$ cat config.mk
export PLATFORM = sky130hd
export DESIGN_NAME = mdo_top
export DESIGN_NICKNAME = d
export VERILOG_FILES = /design/src/mdo_pkg.sv /design/src/mdo_gen.sv /design/src/mdo_top.sv
export SDC_FILE = /design/constraint.sdc
export NUM_CORES = 2
export LEC_CHECK = 0
export BUFFER_PORTS_ARGS = -buffer_cell sky130_fd_sc_hd__buf_2
export CORE_UTILIZATION = 25
export DETAILED_ROUTE_END_ITERATION = 6
export HOLD_SLACK_MARGIN = 0.1
export PLACE_DENSITY_LB_ADDON = 0.15
export SYNTH_ARGS = -nofsm -noshare
export SYNTH_HDL_FRONTEND = slang
export SYNTH_SLANG_ARGS = --single-unit
export TNS_END_PERCENT = 20
$ cat constraint.sdc
create_clock -name pclk -period 24.9 [get_ports pclk]
set_input_delay 2.49 -clock pclk [delete_from_list [all_inputs] [get_ports pclk]]
set_output_delay 2.49 -clock pclk [all_outputs]
set_load 0.1 [all_outputs]
$ cat src/mdo_pkg.sv
// package: constants, register map and carrier types of the modulated digital output
package mdo_pkg;
   localparam int unsigned CLK_HZ    = 250_000_000;  // pclk rate
   localparam int          NCO_SHIFT = 8;
   // phase step per hz, scaled by 2^NCO_SHIFT
   localparam logic [15:0] NCO_K     = 16'((64'd1 << (32 + NCO_SHIFT)) / CLK_HZ);
   localparam int          VW        = 16;            // channel value width, 0..ffff = 0..100 %
   localparam int          HZW       = 14;            // frequency field width in hz
   localparam logic [VW-1:0]  V_FULL  = 16'hffff;
   localparam logic [VW:0]    D_FULL  = 17'h10000;    // duty that keeps the pin high
   localparam logic [VW-1:0]  T_MID   = 16'h8000;     // trim temperature centre
   localparam logic [7:0]     FMIN_LO = 8'h64;        // 100 hz
   localparam logic [7:0]     FMIN_HI = 8'hff;        // 255 hz
   localparam logic [HZW-1:0] FMAX_LO = 14'h03e8;     // 1000 hz
   localparam logic [HZW-1:0] FMAX_HI = 14'h2710;     // 10000 hz
   localparam logic [HZW-1:0] HZ_SAT  = 14'h3fff;
   // pwm base frequencies in hz, by selector
   localparam logic [HZW-1:0] BASE_HZ [8] = '{14'h00c8, 14'h01f4, 14'h03e8, 14'h05dc,
                                              14'h07d0, 14'h09c4, 14'h1388, 14'h3a98};
   // register byte offsets
   localparam logic [7:0] A_CTRL = 8'h00;
   localparam logic [7:0] A_SRC  = 8'h04;
   localparam logic [7:0] A_FREQ = 8'h08;
   localparam logic [7:0] A_PWM  = 8'h0c;
   localparam logic [7:0] A_STIM = 8'h10;
   localparam logic [7:0] A_TOFF = 8'h14;
   localparam logic [7:0] A_TGN  = 8'h18;
   localparam logic [7:0] A_TSOT = 8'h1c;
   localparam logic [7:0] A_STAT = 8'h20;
   // field positions
   localparam int F_INV = 2, F_TRIM = 3, F_TSEL = 4;   // ctrl; type in [1:0], tsel [5:4]
   localparam int F_SRC1 = 4;                            // src; pin 0 in [2:0]
   localparam int F_FMAX = 16;                           // freq; min in [7:0]
   localparam int F_SPIN = 16, F_SON = 31;               // stim; value in [15:0]
   typedef enum logic [1:0] {
      MDO_OFF = 2'b00,
      MDO_FM  = 2'b01,
      MDO_PWM = 2'b10
   } mdo_type_t;
   localparam logic [2:0] SRC_NONE = 3'h0;
   localparam logic [2:0] SRC_LAST = 3'h6;               // 1..3 sensor, 4..6 temperature
   localparam logic [2:0] SRC_TEMP = 3'h4;
   // conditioned channel values: [0..2] sensor 1..3, [3..5] temperature 1..3
   typedef struct packed {
      logic [5:0][VW-1:0] val;
   } mdo_chan_t;
   // per-pin drive request towards the generator
   typedef struct packed {
      logic           en;
      logic           pwm;
      logic [HZW-1:0] hz;
      logic [VW:0]    duty;
   } mdo_drive_t;
endpackage

$ cat src/mdo_gen.sv
// one output pin generator: phase accumulator for frequency and pwm
`timescale 1ns/100ps
module mdo_gen (
   input  wire logic              pclk,
   input  wire logic              presetn,
   input  wire mdo_pkg::mdo_drive_t drv,
   output logic                   pin,
   output logic [31:0]            phase
);
   logic [31:0] step;
   logic        next_pin;

   // step scales with hz so one wrap of the phase is one output period
   assign step = 32'((32'(drv.hz) * 32'(mdo_pkg::NCO_K)) >> mdo_pkg::NCO_SHIFT);

   // phase accumulator; held at zero while idle so a restart is glitch free
   always_ff @(posedge pclk or negedge presetn) begin
      if (!presetn) begin
         phase <= 32'h0;
      end else if (!drv.en) begin
         phase <= 32'h0;
      end else begin
         phase <= phase + step;
      end
   end

   always_comb begin
      if (!drv.en) begin
         next_pin = 1'b0;
      end else if (drv.pwm) begin
         next_pin = {1'b0, phase[31:16]} < drv.duty;
      end else begin
         next_pin = phase[31];             // square wave, 50 % duty
      end
   end

   always_ff @(posedge pclk or negedge presetn) begin
      if (!presetn) begin
         pin <= 1'b0;
      end else begin
         pin <= next_pin;
      end
   end

   property p_duty_full;
      @(posedge pclk) disable iff (!presetn)
      (drv.en && drv.pwm && drv.duty == mdo_pkg::D_FULL) |=> pin;
   endproperty
   a_duty_full: assert property (p_duty_full) else $error("full duty did not hold pin high");

   property p_duty_zero;
      @(posedge pclk) disable iff (!presetn)
      (drv.en && drv.pwm && drv.duty == 17'h0) |=> !pin;
   endproperty
   a_duty_zero: assert property (p_duty_zero) else $error("zero duty drove pin high");
endmodule

$ cat src/mdo_top.sv
// modulated digital output: apb registers, source select, fm/pwm mapping, trim
// Functional notes
// - output type: off, frequency or pwm
// - each pin picks unused, sensor or temperature
// - fm range min 100-255, max 1000-10000 hz
// - normal mapping: full stimulus keeps pin high
// - inverted mapping: full stimulus keeps pin low
// - pwm base frequency from discrete 200hz-15khz set
// - applied stimulus replaces measured value on pin
// - trim corrects fm with offset, gain, square
//
// The address map and register access over APB were decided locally.
`timescale 1ns/100ps
module mdo_top (
   input  wire logic                pclk,
   input  wire logic                presetn,
   input  wire logic                psel,
   input  wire logic                penable,
   input  wire logic                pwrite,
   input  wire logic [7:0]          paddr,
   input  wire logic [31:0]         pwdata,
   output logic [31:0]              prdata,
   output logic                     pready,
   output logic                     pslverr,
   input  wire mdo_pkg::mdo_chan_t  chan,
   output logic [1:0]               pin_out,
   output logic [1:0]               pin_oe
);
   mdo_pkg::mdo_type_t      out_type;
   logic                    map_inv;
   logic                    trim_en;
   logic [1:0]              trim_sel;
   logic [1:0][2:0]         src;
   logic [7:0]              fmin;
   logic [mdo_pkg::HZW-1:0] fmax;
   logic [2:0]              base_sel;
   logic [15:0]             stim_val;
   logic                    stim_pin;
   logic                    stim_on;
   logic signed [15:0]      trim_off;
   logic signed [15:0]      trim_gain;
   logic signed [15:0]      trim_sot;
   logic                    wr_en;
   logic                    rd_en;
   logic                    hit;
   logic signed [16:0]      t_dev;
   logic signed [31:0]      t_sq;
   logic signed [31:0]      trim_corr;
   mdo_pkg::mdo_drive_t     drv [2];

   assign wr_en  = psel && penable && pwrite;
   assign rd_en  = psel && !penable && !pwrite;
   assign pready = 1'b1;                   // zero wait states
   assign hit    = paddr inside {mdo_pkg::A_CTRL, mdo_pkg::A_SRC, mdo_pkg::A_FREQ, mdo_pkg::A_PWM,
                                 mdo_pkg::A_STIM, mdo_pkg::A_TOFF, mdo_pkg::A_TGN, mdo_pkg::A_TSOT,
                                 mdo_pkg::A_STAT};
   assign pslverr = psel && penable && !hit;

   // register writes; range fields clamp so the fm limits can never leave their bands
   always_ff @(posedge pclk or negedge presetn) begin
      if (!presetn) begin
         out_type  <= mdo_pkg::MDO_OFF;
         map_inv   <= 1'b0;
         trim_en   <= 1'b0;
         trim_sel  <= 2'h0;
         src       <= '0;
         fmin      <= mdo_pkg::FMIN_LO;
         fmax      <= mdo_pkg::FMAX_LO;
         base_sel  <= 3'h2;                // 1 khz
         stim_val  <= 16'h0;
         stim_pin  <= 1'b0;
         stim_on   <= 1'b0;
         trim_off  <= 16'sh0;
         trim_gain <= 16'sh0;
         trim_sot  <= 16'sh0;
      end else if (wr_en) begin
         unique case (paddr)
            mdo_pkg::A_CTRL: begin
               out_type <= (pwdata[1:0] == 2'b11) ? mdo_pkg::MDO_OFF : mdo_pkg::mdo_type_t'(pwdata[1:0]);
               map_inv  <= pwdata[mdo_pkg::F_INV];
               trim_en  <= pwdata[mdo_pkg::F_TRIM];
               trim_sel <= (pwdata[mdo_pkg::F_TSEL+:2] == 2'b11) ? 2'h0 : pwdata[mdo_pkg::F_TSEL+:2];
            end
            mdo_pkg::A_SRC: begin
               src[0] <= (pwdata[2:0] > mdo_pkg::SRC_LAST) ? mdo_pkg::SRC_NONE : pwdata[2:0];
               src[1] <= (pwdata[mdo_pkg::F_SRC1+:3] > mdo_pkg::SRC_LAST) ? mdo_pkg::SRC_NONE
                                                                           : pwdata[mdo_pkg::F_SRC1+:3];
            end
            mdo_pkg::A_FREQ: begin
               fmin <= (pwdata[7:0] < mdo_pkg::FMIN_LO) ? mdo_pkg::FMIN_LO : pwdata[7:0];
               if (pwdata[mdo_pkg::F_FMAX+:16] < 16'(mdo_pkg::FMAX_LO)) begin
                  fmax <= mdo_pkg::FMAX_LO;
               end else if (pwdata[mdo_pkg::F_FMAX+:16] > 16'(mdo_pkg::FMAX_HI)) begin
                  fmax <= mdo_pkg::FMAX_HI;
               end else begin
                  fmax <= pwdata[mdo_pkg::F_FMAX+:mdo_pkg::HZW];
               end
            end
            mdo_pkg::A_PWM:  base_sel <= pwdata[2:0];
            mdo_pkg::A_STIM: begin
               stim_val <= pwdata[15:0];
               stim_pin <= pwdata[mdo_pkg::F_SPIN];
               stim_on  <= pwdata[mdo_pkg::F_SON];   // set applies, clear returns to measured
            end
            mdo_pkg::A_TOFF: trim_off  <= pwdata[15:0];
            mdo_pkg::A_TGN:  trim_gain <= pwdata[15:0];
            mdo_pkg::A_TSOT: trim_sot  <= pwdata[15:0];
            default: ;
         endcase
      end
   end

   // read data captured in the setup cycle, stable through the access phase
   always_ff @(posedge pclk or negedge presetn) begin
      if (!presetn) begin
         prdata <= 32'h0;
      end else if (rd_en) begin
         unique case (paddr)
            mdo_pkg::A_CTRL: prdata <= {26'h0, trim_sel, trim_en, map_inv, out_type};
            mdo_pkg::A_SRC:  prdata <= {25'h0, src[1], 1'b0, src[0]};
            mdo_pkg::A_FREQ: prdata <= {2'h0, fmax, 8'h0, fmin};
            mdo_pkg::A_PWM:  prdata <= {29'h0, base_sel};
            mdo_pkg::A_STIM: prdata <= {stim_on, 14'h0, stim_pin, stim_val};
            mdo_pkg::A_TOFF: prdata <= {16'h0, trim_off};
            mdo_pkg::A_TGN:  prdata <= {16'h0, trim_gain};
            mdo_pkg::A_TSOT: prdata <= {16'h0, trim_sot};
            mdo_pkg::A_STAT: prdata <= {2'h0, drv[1].hz, 2'h0, drv[0].hz};
            default:         prdata <= 32'h0;
         endcase
      end
   end

   // temperature trim: offset + gain*t + sot*t^2, t centred on mid scale
   always_comb begin
      t_dev     = $signed({1'b0, chan.val[3 + trim_sel]}) - $signed({1'b0, mdo_pkg::T_MID});
      t_sq      = (32'(t_dev) * 32'(t_dev)) >>> 15;
      trim_corr = 32'(trim_off) + ((32'(trim_gain) * 32'(t_dev)) >>> 16)
                + ((32'(trim_sot) * t_sq) >>> 16);
   end

   for (genvar i = 0; i < 2; i++) begin : g_pin
      logic               ovr;
      logic               used;
      logic [15:0]        val;
      logic [29:0]        prod;
      logic [13:0]        fm_hz;
      logic signed [31:0] fm_trim;
      logic [16:0]        duty;
      mdo_pkg::mdo_drive_t next_drv;

      assign ovr  = stim_on && (stim_pin == 1'(i));
      assign used = ovr || (src[i] != mdo_pkg::SRC_NONE);
      assign val  = ovr ? stim_val : (used ? chan.val[src[i] - 3'h1] : 16'h0);

      assign prod  = 30'(fmax - 14'(fmin)) * 30'(val);
      assign fm_hz = 14'(fmin) + prod[29:16];
      assign fm_trim = trim_en ? $signed(32'(fm_hz)) + trim_corr : $signed(32'(fm_hz));

      // duty mapping; full scale saturates so the pin stays steady
      always_comb begin
         duty = (val == mdo_pkg::V_FULL) ? mdo_pkg::D_FULL : {1'b0, val};
         if (map_inv) begin
            duty = mdo_pkg::D_FULL - duty;
         end
      end

      always_comb begin
         next_drv.en   = used && (out_type != mdo_pkg::MDO_OFF);
         next_drv.pwm  = (out_type == mdo_pkg::MDO_PWM);
         next_drv.duty = duty;
         if (out_type == mdo_pkg::MDO_PWM) begin
            next_drv.hz = mdo_pkg::BASE_HZ[base_sel];
         end else if (fm_trim < 32'sd1) begin
            next_drv.hz = 14'h1;           // trim never stalls the output
         end else if (fm_trim > $signed(32'(mdo_pkg::HZ_SAT))) begin
            next_drv.hz = mdo_pkg::HZ_SAT;
         end else begin
            next_drv.hz = fm_trim[13:0];
         end
      end

      always_ff @(posedge pclk or negedge presetn) begin
         if (!presetn) begin
            drv[i] <= '0;
         end else begin
            drv[i] <= next_drv;
         end
      end

      // the pin is only driven while a source is active; unused pins float
      always_ff @(posedge pclk or negedge presetn) begin
         if (!presetn) begin
            pin_oe[i] <= 1'b0;
         end else begin
            pin_oe[i] <= drv[i].en;
         end
      end

      mdo_gen u_gen (
         .pclk    (pclk),
         .presetn (presetn),
         .drv     (drv[i]),
         .pin     (pin_out[i]),
         .phase   ()
      );

      property p_off_low;
         @(posedge pclk) disable iff (!presetn)
         (out_type == mdo_pkg::MDO_OFF)[*3] |-> !pin_out[i] && !pin_oe[i];
      endproperty
      a_off_low: assert property (p_off_low) else $error("pin active with modulation off");

      property p_unused;
         @(posedge pclk) disable iff (!presetn)
         (!used)[*3] |-> !pin_oe[i];
      endproperty
      a_unused: assert property (p_unused) else $error("unused pin driven");

      property p_full_high;
         @(posedge pclk) disable iff (!presetn)
         (out_type == mdo_pkg::MDO_PWM && used && !map_inv && val == mdo_pkg::V_FULL)[*3] |-> pin_out[i];
      endproperty
      a_full_high: assert property (p_full_high) else $error("full stimulus not steady high");

      property p_full_low;
         @(posedge pclk) disable iff (!presetn)
         (out_type == mdo_pkg::MDO_PWM && map_inv && val == mdo_pkg::V_FULL)[*3] |-> !pin_out[i];
      endproperty
      a_full_low: assert property (p_full_low) else $error("inverted full stimulus not steady low");

      // watched at the pin so a broken bypass path cannot hide behind the mux
      property p_stim;
         @(posedge pclk) disable iff (!presetn)
         (out_type == mdo_pkg::MDO_PWM && ovr && stim_val == mdo_pkg::V_FULL)[*3] |-> pin_out[i] == !map_inv;
      endproperty
      a_stim: assert property (p_stim) else $error("stimulus not bypassing channel");

      property p_fm_range;
         @(posedge pclk) disable iff (!presetn)
         (out_type == mdo_pkg::MDO_FM && next_drv.en && !trim_en) |=> drv[i].hz >= 14'($past(fmin))
            && drv[i].hz <= $past(fmax);
      endproperty
      a_fm_range: assert property (p_fm_range) else $error("fm frequency outside range");

      property p_trim_off;
         @(posedge pclk) disable iff (!presetn)
         (out_type == mdo_pkg::MDO_FM && !trim_en && val == 16'h0) |=> drv[i].hz == 14'($past(fmin));
      endproperty
      a_trim_off: assert property (p_trim_off) else $error("untrimmed zero value not at min");

      c_fm:   cover property (@(posedge pclk) disable iff (!presetn) out_type == mdo_pkg::MDO_FM && pin_out[i]);
      c_pwm:  cover property (@(posedge pclk) disable iff (!presetn) out_type == mdo_pkg::MDO_PWM && $rose(pin_out[i]));
      c_stim: cover property (@(posedge pclk) disable iff (!presetn) ovr && pin_oe[i]);
   end

   property p_limits;
      @(posedge pclk) disable iff (!presetn)
      fmin >= mdo_pkg::FMIN_LO && fmax >= mdo_pkg::FMAX_LO && fmax <= mdo_pkg::FMAX_HI;
   endproperty
   a_limits: assert property (p_limits) else $error("frequency limits out of band");

   property p_base;
      @(posedge pclk) disable iff (!presetn)
      (out_type == mdo_pkg::MDO_PWM) |=> drv[0].hz == mdo_pkg::BASE_HZ[$past(base_sel)];
   endproperty
   a_base: assert property (p_base) else $error("pwm base frequency wrong");
endmodule

== Word level (Yosys, flattened, before mapping) ==
Memories as Yosys holds them, arrays and structs flattened.
Index checks and enable logic that the tools add are counted.
Word-level totals
  logic and storage cells: 147
  bits in read-only memories: 112
  memories kept: 1
  bits of input ports: 141
  register bits after elaboration: 268
Memory list
  (no name shown): depth 8, bits a word 14, rd ports 1, clocked after Yosys merged registers in 0, wr ports 0, line mdo_top.sv:172  | next_drv.hz = mdo_pkg::BASE_HZ[base_sel];
Operators by class
  multipliers: 7
  magnitude comparators: 15
  $add $sub $neg: 15
  muxes and demuxes: 38
  bitwise operators: 2
  reductions and logical operators: 27
  equal/unequal tests: 13
Operators by type and width (number)
  $pmux 32 s9: 1
  $bmux 16 s3: 3
  $mux 14: 10
  $mux 32: 4
  $mux 16: 7
  $mux 17: 4
  $add 32x19->32: 2
  $gt 32x15->1 const B: 2
  $lt 32x2->1 const B: 2
  $mul 16x17->32: 2
  $mul 14x12->26 const B: 2
  $add 15x18->19: 2
  $lt 16x17->1: 2
  $sub 17x17->17 const A: 2
  $eq 16x16->1 const B: 2
  $eq 8x5->1 const B: 4
  $mul 17x17->32: 1
  $mul 15x17->30: 1
  $mul 30x16->30: 1
  $add 8x14->14: 2
  $add 17x16->18: 1
  $add 16x16->17: 1
  $sub 16x16->17 const B: 1
  $eq 8x4->1 const B: 2
  26 further kinds: 56

== Depth between registers and ports, before layout ==
  word-level depth: 13
  mapped depth: 84
  mapped depth without buffers: 75

== By module ==
Synthesis repeated with hierarchy kept, for this count alone.
Second synthesis, totals
  cell total of the unflattened synthesis: 7854
  area total of the unflattened synthesis: 70530.1 µm²
Modules (own cells, without submodules)
  mdo_top: seq. area each 5042.3 µm², times used 1, area each 59702.3 µm², cells an instance 6618
  mdo_gen: seq. area each 825.8 µm², times used 2, area each 5413.9 µm², cells an instance 618

== Least setup slack after synthesis ==
OpenSTA, ideal clock, no wires.
  path kind: register to register
  start: register trim_sel[0]
  end: register drv[30] (netlist name)
  stages on the path, launching flop included: 80
  path slack: 5.724 ns
  period minus slack after synthesis: 19.176 ns
  arrival time: 19.099 ns
  required time: 24.822 ns
  cell sequence: dfrtp_1 buf_2 buf_1 clkbuf_1 clkbuf_1 inv_1 ha_1 clkbuf_1 clkbuf_1 mux4_2 nand2_1 o21a_1 clkbuf_1 inv_1 buf_1 nand2_1 fa_1 fa_1 [44 not listed] o21ai_0 o211a_1 o21ai_0 and2_1 xnor2_1 ha_1 and2_1 a311o_1 a31o_2 o22ai_1 o21a_1 nand2b_1 a21oi_1 a22oi_1 and3_1 clkbuf_1 o21ai_0 a21oi_1
RTL lines
  start, declared: line mdo_top.sv:32  | logic [1:0] trim_sel;
  start signal, assigned: line mdo_top.sv:82  | trim_sel <= (pwdata[mdo_pkg::F_TSEL+:2] == 2'b11) ? 2'h0 : pwdata[mdo_pkg::F_TSEL+:2];

==> impl_metrics.env <==
export IMPL_tns_ns=0
export IMPL_place_congestion=0.865
export IMPL_cts_tree="yes"
export IMPL_max_freq_mhz=46.5
export IMPL_h_tree_depth=2
export IMPL_cts_resized=0
export IMPL_ys_async_sr_fraction_pct=100
export IMPL_grt_pass1_wl_um=372000
export IMPL_cp_slowest_stage_delay_ns=0.87
export IMPL_ys_warn_count=0
export IMPL_drcViolationCount=0
export IMPL_grt_max_degree=98
export IMPL_vias=51900
export IMPL_antenna_found_initial=22
export IMPL_worst_pin_slew_ns=1.16
export IMPL_cts_made_buffers=39
export IMPL_mostFrequentLayoutCells="inv_1 (1630), fa_1 (1301), nand2_1 (887)"
export IMPL_core_area_um2=274000
export IMPL_cp_start_kind="flip-flop"
export IMPL_maxSlewHeadroom_pct=22.6
export IMPL_seq_area_frac_synth_pct=9.70
export IMPL_synth_cell_types=102
export IMPL_initial_core_util_pct=25.2
export IMPL_ys_flop_type="dfrtp_1"
export IMPL_die_h_um=527
export IMPL_num_fill_cells=29400
export IMPL_cts_root_buffer="clkbuf_16"
export IMPL_crit_arrival_ns=21.99
export IMPL_postCtsSetupRepairBufs=0
export IMPL_yosysTopAreaCell="fa_1"
export IMPL_synth_edf_count=0
export IMPL_reg2regPathDepth=71
export IMPL_setup_viol=0
export IMPL_post_drt_wl_per_cell_um=21.5
export IMPL_drtIter0Drc=2855
export IMPL_hold_depth=2
export IMPL_synth_avg_cell_area_um2=9.10
export IMPL_synth_area_leaders="fa_1 (38%), ha_1 (13%), dfrtp_1 (9.3%)"
export IMPL_clk_pin_slew_ns=0.06
export IMPL_final_common_cell="inv_1"
export IMPL_criticalPathCategory="reg2reg"
export IMPL_final_hold_viol_count=0
export IMPL_nets=9773
export IMPL_r2r_start="trim_sel[0]"
export IMPL_finalCritPeriodShare_pct=86.3
export IMPL_postCtsHoldBufs=0
export IMPL_syn_nets=9721
export IMPL_cp_required_ns=25.40
export IMPL_grt_usage_pct=17.9
export IMPL_syn_cell_area_um2=69000
export IMPL_r2r_end="drv[25]"
export IMPL_dp_hpwl_um=200000
export IMPL_rsz0062_at_grt="false"
export IMPL_timing_final_crit_period_ns=21.49
export IMPL_synthToLayoutAreaGrowth_pct=9.93
export IMPL_ant_nets=0
export IMPL_grt_pass1_vias=56700
export IMPL_numPortBuffers=176
export IMPL_overflow=0
export IMPL_totalWireLength_um=244000
export IMPL_min_to="prdata[19]"
export IMPL_endpoint_kind="flip-flop"
export IMPL_drt_first_pass_iters=6
export IMPL_ioPinCount=179
export IMPL_hp_class="reg2reg"
export IMPL_clock_sinks=267
export IMPL_synth_top_area_share_pct=37.7
export IMPL_clock_latency_ns=0.62
export IMPL_syn_inst=7589
export IMPL_ys_seq_elements=267
export IMPL_r2r_slack_ns=3.41
export IMPL_drv_slew=0
export IMPL_die_area_um2=278000
export IMPL_fp_dieW_um=527
export IMPL_cts_max_path_buffers=3
export IMPL_outcome="finished clean"
export IMPL_max_cap_violations=0
export IMPL_drive_gt1_share_pct=7.89
export IMPL_cp_max_fo=35
export IMPL_rows=192
export IMPL_skew_ns=0.0312
export IMPL_hp_start="prdata[19]"
export IMPL_vias_per_cell=4.57
export IMPL_slowest_stage="a221oi_1"
export IMPL_cpMostUsedCell="fa_1"
metrics by stage:
stage,util [%],setup WS [ns],cell area (um^2),cells,hold WS [ns]
2_1_floorplan,-,5.72,69000,7589,0.411
3_3_place_gp,27.2,3.28,74600,11300,0.471
3_5_place_dp,27.2,3.19,74600,11300,0.470
4_1_cts,27.7,3.49,75900,11400,0.482
5_1_grt,27.7,2.27,75900,11400,0.499
6_report,27.7,3.41,75900,11400,0.478
worst max-delay path by stage:
stage	slack [ns]	start	to
after floorplan	5.72	trim_sel[0]	drv[30]
after global placement	3.28	chan[7]	drv[30]
after detailed placement	3.19	chan[7]	drv[25]
after CTS	3.49	trim_sel[0]	drv[25]
after global routing	2.27	trim_sel[0]	drv[23]
final	3.41	trim_sel[0]	drv[25]
sequential cells by signal, summed over array words and instances, names as in the netlist, 3 cells and up:
name               cells
trim_gain             16
base_sel               3
prdata                31
trim_sot              16
fmin                   8
stim_val              16
g_pin.u_gen.phase     64
src                    6
fmax                  14
drv                   65
trim_off              16
layer usage:
metal | part of all wire, % | GRT usage (%) | vias to the layer above
met5 | 0 | 0 | -
met4 | 3.4 | 5.44 | 0
met3 | 3.8 | 1.64 | 238
met2 | 48 | 30.9 | 1023
met1 | 44 | 23.7 | 27000
li1 | - | - | 23700
cells by family (layout without fill, tap and decap cells):
| kind of cell | after synthesis | after routing | synth area share [%] |
|---|---|---|---|
| flip-flops | 267 | 267 | 9.70 |
| AND/OR/NAND/NOR | 2059 | 2059 | 13.9 |
| buffers and inverters | 1941 | 2023 | 10.6 |
| XOR/XNOR | 253 | 253 | 3.23 |
| multiplexers | 208 | 208 | 4.05 |
| other | 2 | 11 | 0.0109 |
| adder cells (fa/ha/maj) | 1991 | 1991 | 50.2 |
| AO/OA/AOI/OAI | 868 | 868 | 8.28 |
synthesized netlist by cell type (10+ instances only):
| cell type | number |
|---|---|
| a211oi_1 | 26 |
| a21boi_0 | 17 |
| a21o_1 | 75 |
| a21oi_1 | 193 |
| a221oi_1 | 16 |
| a222oi_1 | 10 |
| a22o_1 | 15 |
| a22oi_1 | 21 |
| a31oi_1 | 27 |
| and2_1 | 311 |
| and3_1 | 35 |
| buf_1 | 37 |
| buf_2 | 10 |
| clkbuf_1 | 247 |
| dfrtp_1 | 257 |
| dfstp_2 | 10 |
| fa_1 | 1301 |
| ha_1 | 690 |
| inv_1 | 1630 |
| mux2_2 | 86 |
| mux2i_1 | 74 |
| mux4_2 | 47 |
| nand2_1 | 887 |
| nand2b_1 | 89 |
| nand3_1 | 77 |
| nand4_1 | 33 |
| nor2_1 | 413 |
| nor2b_1 | 61 |
| nor3_1 | 59 |
| nor3b_1 | 17 |
| nor4_1 | 12 |
| o211ai_1 | 23 |
| o21a_1 | 74 |
| o21ai_0 | 221 |
| o21ai_1 | 10 |
| o21bai_1 | 22 |
| o22ai_1 | 17 |
| o31a_1 | 11 |
| o31ai_1 | 12 |
| or2_2 | 16 |
| or3_1 | 15 |
| xnor2_1 | 183 |
| xor2_1 | 69 |
area by class of cell:
class	instances	area [um^2]	area share, %
Clock inverter	16	156	0.206
Inverter	1638	6150	8.10
Multi-Input combinational cell	5381	55200	72.8
Antenna cell	9	22.5	0.0297
Clock buffer	55	1100	1.44
Tap cell	3686	4610	6.08
Sequential cell	267	6700	8.83
Timing Repair Buffer	314	1930	2.54
worst max-delay path, delay by kind of cell, from the launching register on:
| family | cells | cell delay, ns |
|---|---|---|
| fa+ha+maj | 18 | 7.77 |
| xor+xnor | 3 | 1.12 |
| flops | 1 | 0.38 |
| buf+inv | 14 | 2.42 |
| simple gates | 14 | 3.28 |
| compound gates | 22 | 6.26 |
Power is not shown: default switching activity piles up to over one toggle a cycle in this logic, so the estimate is an artifact.
